### src/shared/pfd_pkg.sv
// Purpose: Constants, types and region table for the peripheral frame decoder.
// Assumes: Word (16-bit) addressing of the peripheral space.
// Notes:   Table order matters only for overlaps, and the regions do not overlap.
package pfd_pkg;

  localparam int ADDR_W = 16;
  localparam int DATA_W = 32;
  localparam int HALF_W = 16;

  // Offset bits that select a word inside one PWM register region.
  localparam int PWM_OFS_BITS = 6;
  // Protected words inside each PWM region, one bit per word offset.
  localparam logic [63:0] PWM_PROT_MASK = 64'hffff_0000_0000_0000;

  localparam logic [HALF_W-1:0] HALF_ZERO = 16'h0000;
  localparam logic [DATA_W-1:0] DATA_ZERO = 32'h0000_0000;

  typedef enum {FRAME_ZERO, FRAME_ONE, FRAME_TWO} pfd_frame_type;
  typedef enum {PROT_NONE, PROT_UNLOCK, PROT_FLASH, PROT_PWM} pfd_prot_type;
  typedef enum {ST_IDLE, ST_WAIT} pfd_state_type;

  typedef struct packed {
    logic [ADDR_W-1:0] lo;
    logic [ADDR_W-1:0] hi;
    pfd_frame_type     frame;
    pfd_prot_type      prot;
    logic              canCtrl;
  } pfd_region_type;

  localparam int REGION_COUNT = 36;

  localparam pfd_region_type REGION_TABLE [REGION_COUNT] = '{
    '{16'h0880, 16'h09ff, FRAME_ZERO, PROT_UNLOCK, 1'b0},
    '{16'h0a80, 16'h0adf, FRAME_ZERO, PROT_FLASH,  1'b0},
    '{16'h0ae0, 16'h0aef, FRAME_ZERO, PROT_UNLOCK, 1'b0},
    '{16'h0b00, 16'h0b0f, FRAME_ZERO, PROT_NONE,   1'b0},
    '{16'h0c00, 16'h0c3f, FRAME_ZERO, PROT_NONE,   1'b0},
    '{16'h0ce0, 16'h0cff, FRAME_ZERO, PROT_NONE,   1'b0},
    '{16'h0d00, 16'h0dff, FRAME_ZERO, PROT_UNLOCK, 1'b0},
    '{16'h6000, 16'h60ff, FRAME_ONE,  PROT_NONE,   1'b1},
    '{16'h6100, 16'h61ff, FRAME_ONE,  PROT_NONE,   1'b0},
    '{16'h6200, 16'h62ff, FRAME_ONE,  PROT_NONE,   1'b1},
    '{16'h6300, 16'h63ff, FRAME_ONE,  PROT_NONE,   1'b0},
    '{16'h6800, 16'h683f, FRAME_ONE,  PROT_PWM,    1'b0},
    '{16'h6840, 16'h687f, FRAME_ONE,  PROT_PWM,    1'b0},
    '{16'h6880, 16'h68bf, FRAME_ONE,  PROT_PWM,    1'b0},
    '{16'h68c0, 16'h68ff, FRAME_ONE,  PROT_PWM,    1'b0},
    '{16'h6900, 16'h693f, FRAME_ONE,  PROT_PWM,    1'b0},
    '{16'h6940, 16'h697f, FRAME_ONE,  PROT_PWM,    1'b0},
    '{16'h6a00, 16'h6a1f, FRAME_ONE,  PROT_NONE,   1'b0},
    '{16'h6a20, 16'h6a3f, FRAME_ONE,  PROT_NONE,   1'b0},
    '{16'h6a40, 16'h6a5f, FRAME_ONE,  PROT_NONE,   1'b0},
    '{16'h6a60, 16'h6a7f, FRAME_ONE,  PROT_NONE,   1'b0},
    '{16'h6b00, 16'h6b3f, FRAME_ONE,  PROT_NONE,   1'b0},
    '{16'h6b40, 16'h6b7f, FRAME_ONE,  PROT_NONE,   1'b0},
    '{16'h6f80, 16'h6fbf, FRAME_ONE,  PROT_UNLOCK, 1'b0},
    '{16'h6fc0, 16'h6fdf, FRAME_ONE,  PROT_NONE,   1'b0},
    '{16'h6fe0, 16'h6fff, FRAME_ONE,  PROT_UNLOCK, 1'b0},
    '{16'h7010, 16'h702f, FRAME_TWO,  PROT_UNLOCK, 1'b0},
    '{16'h7040, 16'h704f, FRAME_TWO,  PROT_NONE,   1'b0},
    '{16'h7050, 16'h705f, FRAME_TWO,  PROT_NONE,   1'b0},
    '{16'h7070, 16'h707f, FRAME_TWO,  PROT_NONE,   1'b0},
    '{16'h7100, 16'h711f, FRAME_TWO,  PROT_NONE,   1'b0},
    '{16'h7740, 16'h774f, FRAME_TWO,  PROT_NONE,   1'b0},
    '{16'h7750, 16'h775f, FRAME_TWO,  PROT_NONE,   1'b0},
    '{16'h7760, 16'h776f, FRAME_TWO,  PROT_NONE,   1'b0},
    '{16'h7780, 16'h778f, FRAME_TWO,  PROT_NONE,   1'b0},
    '{16'h7900, 16'h792f, FRAME_TWO,  PROT_NONE,   1'b0}
  };

endpackage : pfd_pkg

### src/shared/pfd_dec_if.sv
// Purpose: Carries the region lookup and the unlock state to the decoder core.
// Assumes: One decoder per interface instance.
// Notes:   Purely combinational except for the unlock flag.
`timescale 1ns/100ps
`default_nettype none
interface pfd_dec_if;
  logic [pfd_pkg::ADDR_W-1:0] addr;
  logic                       mapped;
  pfd_pkg::pfd_frame_type     frame;
  pfd_pkg::pfd_prot_type      prot;
  logic                       canCtrl;
  logic                       unlocked;

  modport lookup (input addr, output mapped, output frame, output prot, output canCtrl);
  modport lock   (output unlocked);
  modport core   (output addr, input mapped, input frame, input prot, input canCtrl,
                  input unlocked);
endinterface : pfd_dec_if
`default_nettype wire

### src/design/pfd_region_lookup.sv
// Purpose: Finds the frame and protection class of a word address.
// Assumes: Regions in the table never overlap.
// Notes:   Combinational; an address outside every region reports unmapped.
`timescale 1ns/100ps
`default_nettype none
module pfd_region_lookup (
  // Lookup port
  pfd_dec_if.lookup lookupPort
);

  logic [pfd_pkg::REGION_COUNT-1:0] hit;

  genvar gi;
  generate
    for (gi = 0; gi < pfd_pkg::REGION_COUNT; gi++) begin : g_region
      assign hit[gi] = (lookupPort.addr >= pfd_pkg::REGION_TABLE[gi].lo) &&
                       (lookupPort.addr <= pfd_pkg::REGION_TABLE[gi].hi);
    end
  endgenerate

  always_comb begin
    lookupPort.mapped  = 1'b0;
    lookupPort.frame   = pfd_pkg::FRAME_ZERO;
    lookupPort.prot    = pfd_pkg::PROT_NONE;
    lookupPort.canCtrl = 1'b0;
    for (int i = 0; i < pfd_pkg::REGION_COUNT; i++) begin
      if (hit[i]) begin
        lookupPort.mapped  = 1'b1;
        lookupPort.frame   = pfd_pkg::REGION_TABLE[i].frame;
        lookupPort.prot    = pfd_pkg::REGION_TABLE[i].prot;
        lookupPort.canCtrl = pfd_pkg::REGION_TABLE[i].canCtrl;
      end
    end
  end

endmodule : pfd_region_lookup
`default_nettype wire

### src/design/pfd_unlock_state.sv
// Purpose: Holds the write-unlock state set and cleared by core instructions.
// Assumes: Instruction strobes are one-cycle pulses from the core.
// Notes:   A lock and an unlock in the same cycle leave the state locked.
`timescale 1ns/100ps
`default_nettype none
module pfd_unlock_state (
  // Clock and reset
  input  wire logic  mclk,
  input  wire logic  reset,
  // Instruction strobes
  input  wire logic  unlockInstr,
  input  wire logic  lockInstr,
  // State to the decoder
  pfd_dec_if.lock    lockPort
);

  logic unlocked_reg;

  // Locking wins a tie because a stray unlock is the greater hazard.
  always_ff @(posedge mclk or posedge reset) begin
    if (reset) begin
      unlocked_reg <= 1'b0;
    end else if (lockInstr) begin
      unlocked_reg <= 1'b0;
    end else if (unlockInstr) begin
      unlocked_reg <= 1'b1;
    end
  end

  assign lockPort.unlocked = unlocked_reg;

endmodule : pfd_unlock_state
`default_nettype wire

### src/design/pfd_frame_decoder.sv
// Purpose: Decodes core accesses into three peripheral frames and gates writes.
// Assumes: One outstanding access; peripherals answer with an ack level.
// Notes:   Refused and dropped accesses complete without touching any frame.
// Operation
// - Protected writes dropped until unlock instruction.
// - Lock instruction re-blocks all protected writes.
// - Frame zero sits on core memory bus.
// - Frame zero takes 16- and 32-bit accesses.
// - Frame one uses 32-bit peripheral bus.
// - Frame two uses 16-bit peripheral bus.
// - Frame two refuses 32-bit accesses.
// - CAN control registers take 32-bit only.
// - Flash writes need unlock and security gate.
// - Security key words are unlock protected.
// - Dual-mapped converter results are unprotected.
// - Only chosen PWM registers are protected.
`timescale 1ns/100ps
`default_nettype none
module pfd_frame_decoder (
  // Clock and reset
  input  wire logic                        mclk,
  input  wire logic                        reset,
  // Core request
  input  wire logic                        coreReq,
  input  wire logic                        coreWrite,
  input  wire logic                        coreWide,
  input  wire logic [pfd_pkg::ADDR_W-1:0]  coreAddr,
  input  wire logic [pfd_pkg::DATA_W-1:0]  coreWdata,
  // Core answer
  output logic                             coreReady,
  output logic                             coreDone,
  output logic                             coreFault,
  output logic                             coreDropped,
  output logic [pfd_pkg::DATA_W-1:0]       coreRdata,
  // Protection controls
  input  wire logic                        unlockInstr,
  input  wire logic                        lockInstr,
  input  wire logic                        codeSecurityUnlocked,
  // Frame zero, core memory bus
  output logic                             f0Sel,
  output logic                             f0Write,
  output logic                             f0Wide,
  output logic [pfd_pkg::ADDR_W-1:0]       f0Addr,
  output logic [pfd_pkg::DATA_W-1:0]       f0Wdata,
  input  wire logic                        f0Ack,
  input  wire logic [pfd_pkg::DATA_W-1:0]  f0Rdata,
  // Frame one, 32-bit peripheral bus
  output logic                             f1Sel,
  output logic                             f1Write,
  output logic                             f1Wide,
  output logic [pfd_pkg::ADDR_W-1:0]       f1Addr,
  output logic [pfd_pkg::DATA_W-1:0]       f1Wdata,
  input  wire logic                        f1Ack,
  input  wire logic [pfd_pkg::DATA_W-1:0]  f1Rdata,
  // Frame two, 16-bit peripheral bus
  output logic                             f2Sel,
  output logic                             f2Write,
  output logic [pfd_pkg::ADDR_W-1:0]       f2Addr,
  output logic [pfd_pkg::HALF_W-1:0]       f2Wdata,
  input  wire logic                        f2Ack,
  input  wire logic [pfd_pkg::HALF_W-1:0]  f2Rdata
);

  pfd_dec_if decIf ();

  pfd_pkg::pfd_state_type             state_reg;
  logic                               coreReady_reg;
  logic                               coreDone_reg;
  logic                               coreFault_reg;
  logic                               coreDropped_reg;
  logic [pfd_pkg::DATA_W-1:0]         coreRdata_reg;
  logic                               f0Sel_reg;
  logic                               f0Write_reg;
  logic                               f0Wide_reg;
  logic [pfd_pkg::ADDR_W-1:0]         f0Addr_reg;
  logic [pfd_pkg::DATA_W-1:0]         f0Wdata_reg;
  logic                               f1Sel_reg;
  logic                               f1Write_reg;
  logic                               f1Wide_reg;
  logic [pfd_pkg::ADDR_W-1:0]         f1Addr_reg;
  logic [pfd_pkg::DATA_W-1:0]         f1Wdata_reg;
  logic                               f2Sel_reg;
  logic                               f2Write_reg;
  logic [pfd_pkg::ADDR_W-1:0]         f2Addr_reg;
  logic [pfd_pkg::HALF_W-1:0]         f2Wdata_reg;

  logic                               accept;
  logic                               misaligned;
  logic                               refuse;
  logic                               pwmWordProt;
  logic                               writeAllowed;
  logic                               dropWrite;
  logic                               forward;
  logic                               ackSeen;
  logic [pfd_pkg::DATA_W-1:0]         ackData;

  pfd_region_lookup uLookup (
    .lookupPort (decIf.lookup)
  );

  pfd_unlock_state uUnlock (
    .mclk        (mclk),
    .reset       (reset),
    .unlockInstr (unlockInstr),
    .lockInstr   (lockInstr),
    .lockPort    (decIf.lock)
  );

  // The unlock state stays inside the block; no port shows it to software.
  assign decIf.addr = coreAddr;
  assign accept     = coreReq && coreReady_reg;

  // Classify the access on the cycle it is taken.
  always_comb begin
    misaligned   = coreWide && coreAddr[0];
    refuse       = !decIf.mapped;
    if (misaligned) begin
      refuse = 1'b1;
    end
    if (decIf.frame == pfd_pkg::FRAME_TWO && coreWide) begin
      refuse = 1'b1;
    end
    if (decIf.canCtrl && !coreWide) begin
      refuse = 1'b1;
    end
    pwmWordProt  = pfd_pkg::PWM_PROT_MASK[coreAddr[pfd_pkg::PWM_OFS_BITS-1:0]];
    case (decIf.prot)
      pfd_pkg::PROT_NONE: begin
        writeAllowed = 1'b1;
      end
      pfd_pkg::PROT_UNLOCK: begin
        writeAllowed = decIf.unlocked;
      end
      pfd_pkg::PROT_FLASH: begin
        writeAllowed = decIf.unlocked && codeSecurityUnlocked;
      end
      pfd_pkg::PROT_PWM: begin
        writeAllowed = !pwmWordProt || decIf.unlocked;
      end
      default: begin
        writeAllowed = 1'b0;
      end
    endcase
    // Refusal wins over dropping, so a faulted write never reports a drop.
    dropWrite    = coreWrite && !writeAllowed && !refuse;
    forward      = !refuse && !dropWrite;
  end

  // Answer from whichever frame is selected; narrow reads clear the top half.
  always_comb begin
    ackSeen = 1'b0;
    ackData = pfd_pkg::DATA_ZERO;
    if (f0Sel_reg && f0Ack) begin
      ackSeen = 1'b1;
      ackData = f0Wide_reg ? f0Rdata : {pfd_pkg::HALF_ZERO, f0Rdata[pfd_pkg::HALF_W-1:0]};
    end else if (f1Sel_reg && f1Ack) begin
      ackSeen = 1'b1;
      ackData = f1Wide_reg ? f1Rdata : {pfd_pkg::HALF_ZERO, f1Rdata[pfd_pkg::HALF_W-1:0]};
    end else if (f2Sel_reg && f2Ack) begin
      ackSeen = 1'b1;
      ackData = {pfd_pkg::HALF_ZERO, f2Rdata};
    end
  end

  // Sequencer: one access in flight, so frames never see overlapping selects.
  always_ff @(posedge mclk or posedge reset) begin
    if (reset) begin
      state_reg     <= pfd_pkg::ST_IDLE;
      coreReady_reg <= 1'b1;
    end else begin
      case (state_reg)
        pfd_pkg::ST_IDLE: begin
          if (accept) begin
            coreReady_reg <= 1'b0;
            if (forward) begin
              state_reg <= pfd_pkg::ST_WAIT;
            end
          end else begin
            coreReady_reg <= 1'b1;
          end
        end
        pfd_pkg::ST_WAIT: begin
          if (ackSeen) begin
            state_reg     <= pfd_pkg::ST_IDLE;
            coreReady_reg <= 1'b1;
          end
        end
        default: begin
          state_reg     <= pfd_pkg::ST_IDLE;
          coreReady_reg <= 1'b1;
        end
      endcase
    end
  end

  // Completion status toward the core.
  always_ff @(posedge mclk or posedge reset) begin
    if (reset) begin
      coreDone_reg    <= 1'b0;
      coreFault_reg   <= 1'b0;
      coreDropped_reg <= 1'b0;
      coreRdata_reg   <= pfd_pkg::DATA_ZERO;
    // Refused and dropped accesses answer on the next edge with zero data.
    end else if (accept && !forward) begin
      coreDone_reg    <= 1'b1;
      coreFault_reg   <= refuse;
      coreDropped_reg <= dropWrite;
      coreRdata_reg   <= pfd_pkg::DATA_ZERO;
    end else if (state_reg == pfd_pkg::ST_WAIT && ackSeen) begin
      coreDone_reg    <= 1'b1;
      coreFault_reg   <= 1'b0;
      coreDropped_reg <= 1'b0;
      coreRdata_reg   <= ackData;
    end else begin
      coreDone_reg    <= 1'b0;
      coreFault_reg   <= 1'b0;
      coreDropped_reg <= 1'b0;
    end
  end

  // Frame zero goes straight onto the core memory bus at either width.
  always_ff @(posedge mclk or posedge reset) begin
    if (reset) begin
      f0Sel_reg   <= 1'b0;
      f0Write_reg <= 1'b0;
      f0Wide_reg  <= 1'b0;
      f0Addr_reg  <= '0;
      f0Wdata_reg <= pfd_pkg::DATA_ZERO;
    end else if (accept && forward && decIf.frame == pfd_pkg::FRAME_ZERO) begin
      f0Sel_reg   <= 1'b1;
      f0Write_reg <= coreWrite;
      f0Wide_reg  <= coreWide;
      f0Addr_reg  <= coreAddr;
      f0Wdata_reg <= coreWdata;
    end else if (f0Sel_reg && f0Ack) begin
      f0Sel_reg   <= 1'b0;
    end
  end

  // Frame one carries half and full words on the wide peripheral bus.
  always_ff @(posedge mclk or posedge reset) begin
    if (reset) begin
      f1Sel_reg   <= 1'b0;
      f1Write_reg <= 1'b0;
      f1Wide_reg  <= 1'b0;
      f1Addr_reg  <= '0;
      f1Wdata_reg <= pfd_pkg::DATA_ZERO;
    end else if (accept && forward && decIf.frame == pfd_pkg::FRAME_ONE) begin
      f1Sel_reg   <= 1'b1;
      f1Write_reg <= coreWrite;
      f1Wide_reg  <= coreWide;
      f1Addr_reg  <= coreAddr;
      f1Wdata_reg <= coreWdata;
    end else if (f1Sel_reg && f1Ack) begin
      f1Sel_reg   <= 1'b0;
    end
  end

  // Frame two only ever sees half words; wide accesses were refused earlier.
  always_ff @(posedge mclk or posedge reset) begin
    if (reset) begin
      f2Sel_reg   <= 1'b0;
      f2Write_reg <= 1'b0;
      f2Addr_reg  <= '0;
      f2Wdata_reg <= pfd_pkg::HALF_ZERO;
    end else if (accept && forward && decIf.frame == pfd_pkg::FRAME_TWO) begin
      f2Sel_reg   <= 1'b1;
      f2Write_reg <= coreWrite;
      f2Addr_reg  <= coreAddr;
      f2Wdata_reg <= coreWdata[pfd_pkg::HALF_W-1:0];
    end else if (f2Sel_reg && f2Ack) begin
      f2Sel_reg   <= 1'b0;
    end
  end

  assign coreReady   = coreReady_reg;
  assign coreDone    = coreDone_reg;
  assign coreFault   = coreFault_reg;
  assign coreDropped = coreDropped_reg;
  assign coreRdata   = coreRdata_reg;
  assign f0Sel       = f0Sel_reg;
  assign f0Write     = f0Write_reg;
  assign f0Wide      = f0Wide_reg;
  assign f0Addr      = f0Addr_reg;
  assign f0Wdata     = f0Wdata_reg;
  assign f1Sel       = f1Sel_reg;
  assign f1Write     = f1Write_reg;
  assign f1Wide      = f1Wide_reg;
  assign f1Addr      = f1Addr_reg;
  assign f1Wdata     = f1Wdata_reg;
  assign f2Sel       = f2Sel_reg;
  assign f2Write     = f2Write_reg;
  assign f2Addr      = f2Addr_reg;
  assign f2Wdata     = f2Wdata_reg;

endmodule : pfd_frame_decoder
`default_nettype wire

### config.mk
export PLATFORM = sky130hd
export DESIGN_NAME = pfd_frame_decoder
export DESIGN_NICKNAME = d
export VERILOG_FILES = /design/src/shared/pfd_pkg.sv /design/src/shared/pfd_dec_if.sv /design/src/design/pfd_region_lookup.sv /design/src/design/pfd_unlock_state.sv /design/src/design/pfd_frame_decoder.sv
export SDC_FILE = /design/constraint.sdc
export NUM_CORES = 1
export LEC_CHECK = 0
export ABC_AREA = 1
export BUFFER_PORTS_ARGS = -buffer_cell sky130_fd_sc_hd__buf_4
export CORE_AREA = 2 2 112 195
export DETAILED_ROUTE_END_ITERATION = 8
export DIE_AREA = 0 0 114 197
export PLACE_DENSITY = 0.87
export SYNTH_ARGS = -nofsm -noshare
export SYNTH_HDL_FRONTEND = slang
export SYNTH_HIERARCHICAL = 1
export SYNTH_SLANG_ARGS = --single-unit
### constraint.sdc
create_clock -name mclk -period 4.7 [get_ports mclk]
set_clock_uncertainty 0.1 [all_clocks]
set_input_delay 0 -clock mclk [delete_from_list [all_inputs] [get_ports mclk]]
set_output_delay 0 -clock mclk [all_outputs]
set_load 0.02 [all_outputs]
==> results of run 1 <==
## path summary, 6_finish.rpt
check | startpoint | end | slack (ns) | cells after the start
worst max-delay path | coreAddr[7] | f1Addr[9] | 0.61 | 19
worst min-delay path | f0Rdata[20] | coreRdata[20] | 0.06 | 5
worst max register to register | f0Sel | coreRdata[16] | 1.34 | 9
worst min register to register | f0Write | f0Write | 0.38 | 2
max in group asynchronous | reset | f2Addr[10] | 3.47 | 4
min in group asynchronous | reset | f1Addr[13] | 0.23 | 4
## layout make-up
type	instances	area, um^2
inverters	69	265
clock buffers	20	437
well taps	252	315
repair buffers	448	3690
fillers	1614	7200
clock inverters	12	158
flip-flops and latches	174	4360
multi-input cells	944	4420
## metal layers
layer	vias to the layer above	global-route usage (%)	wire length [um]
met1	5185	34.9	12800
met5	-	0	0
li1	4908	-	-
met4	0	28.4	3560
met3	238	9.35	3600
met2	723	57.9	19100
## synth_stat cells (2+ instances only)
master	n
dfrtp_1	173
clkbuf_1	50
buf_2	26
inv_1	63
nor3_1	9
nand4_1	158
nand4_2	2
nand2_1	400
nor2_2	13
nand2_2	4
nor2_4	2
buf_6	6
o21ai_0	25
inv_2	5
a21oi_1	43
buf_4	61
buf_1	4
o21ai_1	3
nand3_1	79
nand2_4	2
a211oi_1	7
o21a_1	9
nor2_1	101
o211ai_1	18
## power by group through the flow
stage	registers, mW	clock network (mW)	logic, mW
global placement	1.55	0	0.457
global route	1.52	1.54	0.583
CTS	1.52	1.48	0.525
detailed placement	1.55	0	0.461
finish	1.52	1.46	0.544
floorplan	1.56	0	0.294
## cells by family after synthesis
kind of cell	after synthesis	share of synthesized area (%)
AOI/OAI and AO/OA	109	6.64
and+or+nand+nor	775	36.6
DFF	174	45.1
other	1	0.0389
buffers and inverters	216	11.6
## what timing repair did
action,CTS,global route
endpoints found under the hold margin,344,0
hold buffers,122,0
resized for setup,0,0
setup endpoints to repair,0,0
## worst register-to-register path, stage by stage (launching register included)
cell and delay, ns:
dfrtp_1 0.42, nand2_2 0.09, buf_4 0.54, nand3_1 0.26
nand2_1 0.15, buf_4 0.36, a211oi_1 0.13, dlygate4sd3_1 0.64
a21oi_1 0.43, nor2_1 0.12
==> flow_metrics.py, run 1 <==
metrics = {
    "setup_path": {
        "crit_slowest_cell": "dlygate4sd3_1",
        "crit_path_max_fanout": 55,
        "slowest_delay_ns": 0.59,
        "cp_common_cell": "nand2_1",
        "path_class": "input pin to register",
        "crit_path_end_kind": "register",
        "cp.arrival_ns": 4.36,
        "crit_family": "buffers and inverters",
        "cp.required_ns": 4.97,
        "crit_buf_inv": 5,
        "worstPathCellList": "dlygate4sd3_1 -> buf_4 -> nor2_1 -> buf_4 -> nand2_1 -> nand3_1 -> nand4_1 -> nand2_1 -> nor2_1 -> nand2_1 -> nor2_1 -> nand4_1 -> a21boi_1 -> dlygate4sd3_1 -> nand3_1 -> nor2_4 -> buf_4 -> nand4_1 -> nand2_1",
        "crit_path_start_kind": "input pin",
    },
    "final_layout": {
        "layout_common_cells": "nand2_1, buf_4, dfrtp_1",
        "fin_cells": 1919,
        "num-nets-final": 1793,
        "post-route-util_pct": 65.5,
        "syn_to_final_growth_pct": 41.4,
        "drive_above_1_share_pct": 23.3,
        "antenna_cells": 0,
        "final_common_cell": "nand2_1",
        "fin_area_mm2": 0.0136,
    },
    "placement": {
        "pre_cts_slack_ns": 1.05,
        "gp_congestion": 1.05,
        "dp_hpwl_um": 23600,
        "io_buffer_count": 310,
        "dpl.cell_count": 1765,
        "placed_area_mm2": 0.0118,
    },
    "synthesis": {
        "syn-cell-area_mm2": 0.00965,
        "ys.flop_type": "dfrtp_1",
        "synth-edff-count": 0,
        "yosysTopAreaCellShare_pct": 44.9,
        "async_reset_ff_share_pct": 100,
        "ys_warn_count": 6,
        "synth_area_leaders": "dfrtp_1, nand2_1, nand4_1",
        "syn_avg_cell_area_um2": 7.57,
        "ys_ff_latch": 174,
        "synth_top_area_cell": "dfrtp_1",
        "syn_inst": 1275,
        "yosysSeqAreaShare_pct": 45.1,
        "ys_types": 36,
    },
    "timing": {
        "hold_viol_final": 0,
        "drv_slew": 0,
        "fin_setup_tns_ns": 0,
        "max_freq_mhz": 245,
        "rsz0062_at_grt": "false",
        "worstMarginPinSlew_ns": 1.18,
        "fin_ws_ns": 0.612,
        "finalSetupViolCount": 0,
        "post-route-period-util_pct": 87.0,
        "post-route-min-period_ns": 4.09,
        "hold_ws_ns": 0.0642,
        "relSlewSlack_pct": 21.1,
    },
    "detailed_routing": {
        "drc": 0,
        "wl_per_cell_um": 20.3,
        "finalWirelength_um": 39000,
        "dr.pass1.iters": 8,
        "routed_via_density": 5.76,
        "drtIter0Drc": 1201,
        "ant_nets": 0,
        "vias": 11054,
    },
    "floorplan": {
        "die_area_mm2": 0.0225,
        "dieWidth_um": 114,
        "fp.coreArea_mm2": 0.0208,
        "row_count": 70,
        "initial_core_util_pct": 46.3,
        "pin_count": 311,
        "die_h_um": 197,
    },
    "power": {
        "total_power_mw": 3.53,
        "clkPwrFrac_pct": 41.4,
        "swShare_pct": 27.9,
        "sequentialPowerShare_pct": 43.2,
        "ir_drop_mv": 0.166,
        "power.leakage_nw": 7.37,
        "powerDensity_mw_per_mm2": 259,
        "power_switching_uw": 986,
        "internal_power_mw": 2.54,
        "combPwrFrac_pct": 15.4,
    },
    "run_status": {
        "status": "finished, final reports clean",
    },
    "grt": {
        "grt_overflow": 0,
        "grt_pass1_vias": 11156,
        "antenna_found_initial": 0,
        "grt_max_degree": 174,
        "grt_pass1_wl_um": 59300,
        "grt.total_usage_pct": 34.4,
    },
    "job": {
        "drv_cap": 0,
    },
    "cts": {
        "cts_setup_buffers": 0,
        "htree_levels": 4,
        "path_clk_slew_ns": 0.07,
        "cts_buffers": 17,
        "cts_tree": "done",
        "clk_path_buf_depth": 2,
        "clock_latency_ns": 0.44,
        "cts_sinks": 174,
        "cts-root-buf": "clkbuf_16",
    },
    "min_path": {
        "hp-class": "input pin to register",
    },
}
No activity file was read; power rests on OpenSTA's default activity.
==> run 2, diff against run 1 <==
--- a/config.mk
+++ b/config.mk
@@ -5,12 +5,11 @@
 export SDC_FILE = /design/constraint.sdc
 export NUM_CORES = 1
 export LEC_CHECK = 0
-export ABC_AREA = 1
 export BUFFER_PORTS_ARGS = -buffer_cell sky130_fd_sc_hd__buf_4
-export CORE_AREA = 2 2 112 195
+export CORE_AREA = 2 2 105 183
 export DETAILED_ROUTE_END_ITERATION = 8
-export DIE_AREA = 0 0 114 197
-export PLACE_DENSITY = 0.87
+export DIE_AREA = 0 0 107 185
+export PLACE_DENSITY = 0.86
 export SYNTH_ARGS = -nofsm -noshare
 export SYNTH_HDL_FRONTEND = slang
 export SYNTH_HIERARCHICAL = 1
==> constraint.sdc (replaced) <==
create_clock -name mclk -period 4.7 [get_ports mclk]
set_clock_uncertainty 0.1 [all_clocks]
set_input_delay 0.47 -clock mclk [delete_from_list [all_inputs] [get_ports mclk]]
set_output_delay 0.47 -clock mclk [all_outputs]
set_load 0.02 [all_outputs]
==> run 2 against run 1 <==
- synthesized cell count is 51% lower
- non-clock buffer count decreased by 125
- critical path depth fell by 9
- clock power decreased by 8%
- clock-buffer cell count down 1
- power down 11%
- sequential share of layout area increased by 7.7 points
- design area down 19%
- sequential cell count unchanged
- largest cell class is now sequential cells
- via count down 43%
==> flow_metrics.py, run 2 <==
metrics = {
    "final_layout": {
        "num-nets-final": 1067,
        "drive_above_1_share_pct": 47.0,
        "antenna_cells": 0,
        "final_common_cell": "buf_4",
        "layout_common_cells": "buf_4, dfrtp_1, mux2_2",
        "num-fill-cells": 1477,
        "fin_area_mm2": 0.0110,
        "fin_cells": 1178,
        "syn_to_final_growth_pct": 35.8,
    },
    "cts": {
        "htree_levels": 4,
        "clk_path_buf_depth": 2,
        "cts_sinks": 174,
        "path_clk_slew_ns": 0.07,
        "clock_latency_ns": 0.42,
        "cts-root-buf": "clkbuf_16",
        "cts_tree": "done",
        "cts_buffers": 17,
        "ctsResizeCount": 0,
    },
    "synthesis": {
        "synthTopCellsByCount": "dfrtp_1, mux2_2, buf_4",
        "ys_ff_latch": 174,
        "syn-cell-area_mm2": 0.00810,
        "synth_area_leaders": "dfrtp_1, mux2_2, mux2_1",
        "synth-edff-count": 0,
        "ys.flop_type": "dfrtp_1",
        "ys_warn_count": 6,
        "syn_avg_cell_area_um2": 13.0,
        "ys_types": 60,
        "async_reset_ff_share_pct": 100,
        "syn_inst": 624,
        "yosysSeqAreaShare_pct": 53.8,
        "synth_most_common_cell": "dfrtp_1",
        "yosysTopAreaCellShare_pct": 53.5,
        "synth_top_area_cell": "dfrtp_1",
    },
    "detailed_routing": {
        "dr.pass1.iters": 6,
        "routed_via_density": 5.36,
        "drc": 0,
        "drtIter0Drc": 417,
        "finalWirelength_um": 22900,
        "wl_per_cell_um": 19.4,
        "vias": 6316,
        "ant_nets": 0,
    },
    "timing": {
        "rsz0062_at_grt": "false",
        "post-route-min-period_ns": 3.15,
        "relSlewSlack_pct": 52.3,
        "worstMarginPinSlew_ns": 0.715,
        "hold_viol_final": 0,
        "finalSetupViolCount": 0,
        "post-route-period-util_pct": 67.1,
        "fin_setup_tns_ns": 0,
        "max_freq_mhz": 317,
        "fin_ws_ns": 1.55,
        "drv_slew": 0,
    },
    "setup_path": {
        "cp.required_ns": 4.90,
        "crit_path_end_kind": "register",
        "cp_common_cell": "buf_4",
        "crit_buf_inv": 2,
        "timing.rr.start": "uUnlock/lockPort.unlocked",
        "slowest_delay_ns": 0.61,
        "reg2reg_depth": 6,
        "crit_path_max_fanout": 38,
        "endpoint": "f0Wdata[6]",
        "cp.arrival_ns": 3.35,
        "crit_path_start_kind": "input pin",
        "cp_num_cells": 10,
        "worstPathCellList": "buf_4 -> or3_1 -> nand4_1 -> nand4bb_1 -> o2111ai_1 -> o311ai_1 -> o41ai_4 -> nand4b_1 -> buf_4 -> mux2_2",
        "crit_family": "compound AO/OA/AOI/OAI gates",
        "path_class": "input pin to register",
        "crit_start": "coreAddr[9]",
        "crit_slowest_cell": "o311ai_1",
        "reg2reg_slack_ns": 2.39,
        "r2r-end": "f0Wdata[6]",
    },
    "grt": {
        "grt.total_usage_pct": 22.9,
        "antenna_found_initial": 0,
        "grt_max_degree": 57,
        "grt_pass1_vias": 6479,
        "grt_pass1_wl_um": 34900,
        "grt_overflow": 0,
    },
    "placement": {
        "placed_area_mm2": 0.0104,
        "dp_hpwl_um": 16800,
        "pre_cts_slack_ns": 1.13,
        "io_buffer_count": 310,
        "dpl.cell_count": 1146,
        "gp_congestion": 0.890,
    },
    "floorplan": {
        "die_h_um": 185,
        "die_area_mm2": 0.0198,
        "dieWidth_um": 107,
        "fp.coreArea_mm2": 0.0184,
        "initial_core_util_pct": 44.0,
        "pin_count": 311,
        "row_count": 66,
    },
    "power": {
        "ir_drop_mv": 0.252,
        "powerDensity_mw_per_mm2": 284,
        "power.leakage_nw": 6.13,
        "total_power_mw": 3.13,
    },
    "run_status": {
        "status": "finished, final reports clean",
    },
    "min_path": {
        "hp-class": "input pin to register",
    },
    "job": {
        "drv_cap": 0,
    },
}
## run 2: cell types whose count changed in the layout (fill, tap and decap cells not counted), sizes merged, moves of 72 or more
cell	delta
nand3	-72
nand2	-375
nand4	-153
dlygate4sd3	-121
nor2	-106
mux2	+133
## run 2: worst min path at each step
stage	from	endpoint	depth (start not counted)
2_1_floorplan	reset	uUnlock/lockPort.unlocked	1
4_1_cts	f1Ack	f1Sel	2
3_5_place_dp	reset	uUnlock/lockPort.unlocked	2
5_1_grt	unlockInstr	uUnlock/lockPort.unlocked	2
6_report	f1Ack	f1Sel	2
3_3_place_gp	reset	uUnlock/lockPort.unlocked	2
## run 2: through the flow
stage	utilization, %	hold slack, ns
after detailed placement	56.7	0.240
after global routing	59.7	0.151
final	59.7	0.147
after floorplan	-	0.0987
after CTS	59.7	0.130
after global placement	56.7	0.238
## run 2: kinds of logic after synthesis
| group | Yosys count | share of synthesized area, % |
|---|---|---|
| DFF | 174 | 53.8 |
| and+or+nand+nor | 106 | 7.46 |
| buffers and inverters | 105 | 8.03 |
| muxes | 133 | 18.5 |
| other | 1 | 0.0463 |
| AOI/OAI and AO/OA | 102 | 11.9 |
| xor gates and xnor gates | 3 | 0.325 |
## run 2: layer usage
metal	vias to the layer above	track usage [%]	part of all wire, %
met3	48	6.26	7.6
met1	3150	26.8	37
met2	305	39.0	52
met4	0	10.6	3.0
li1	2813	-	-
met5	-	0	0
## run 2: area by class of cell
type | instances | area [um^2] | area share, %
inverters | 8 | 33.8 | 0.307
clock buffers | 19 | 453 | 4.12
clock inverters | 12 | 103 | 0.933
multi-input cells | 404 | 3330 | 30.3
flip-flops and latches | 174 | 4360 | 39.6
well taps | 238 | 298 | 2.71
repair buffers | 323 | 2430 | 22.1
## run 2: repair_timing
| item | CTS | global route |
|---|---|---|
| endpoints found under the hold margin | 19 | 0 |
| hold buffers | 1 | 0 |
| setup buffers | 0 | 0 |
| setup endpoints to repair | 0 | 0 |
## run 2: where the power goes
group	switching [mW]	leakage (nW)	internal, mW
logic	0.143	3.43	0.120
clock network	0.618	0.273	0.717
registers	0.0160	2.42	1.51
total	0.778	6.13	2.35
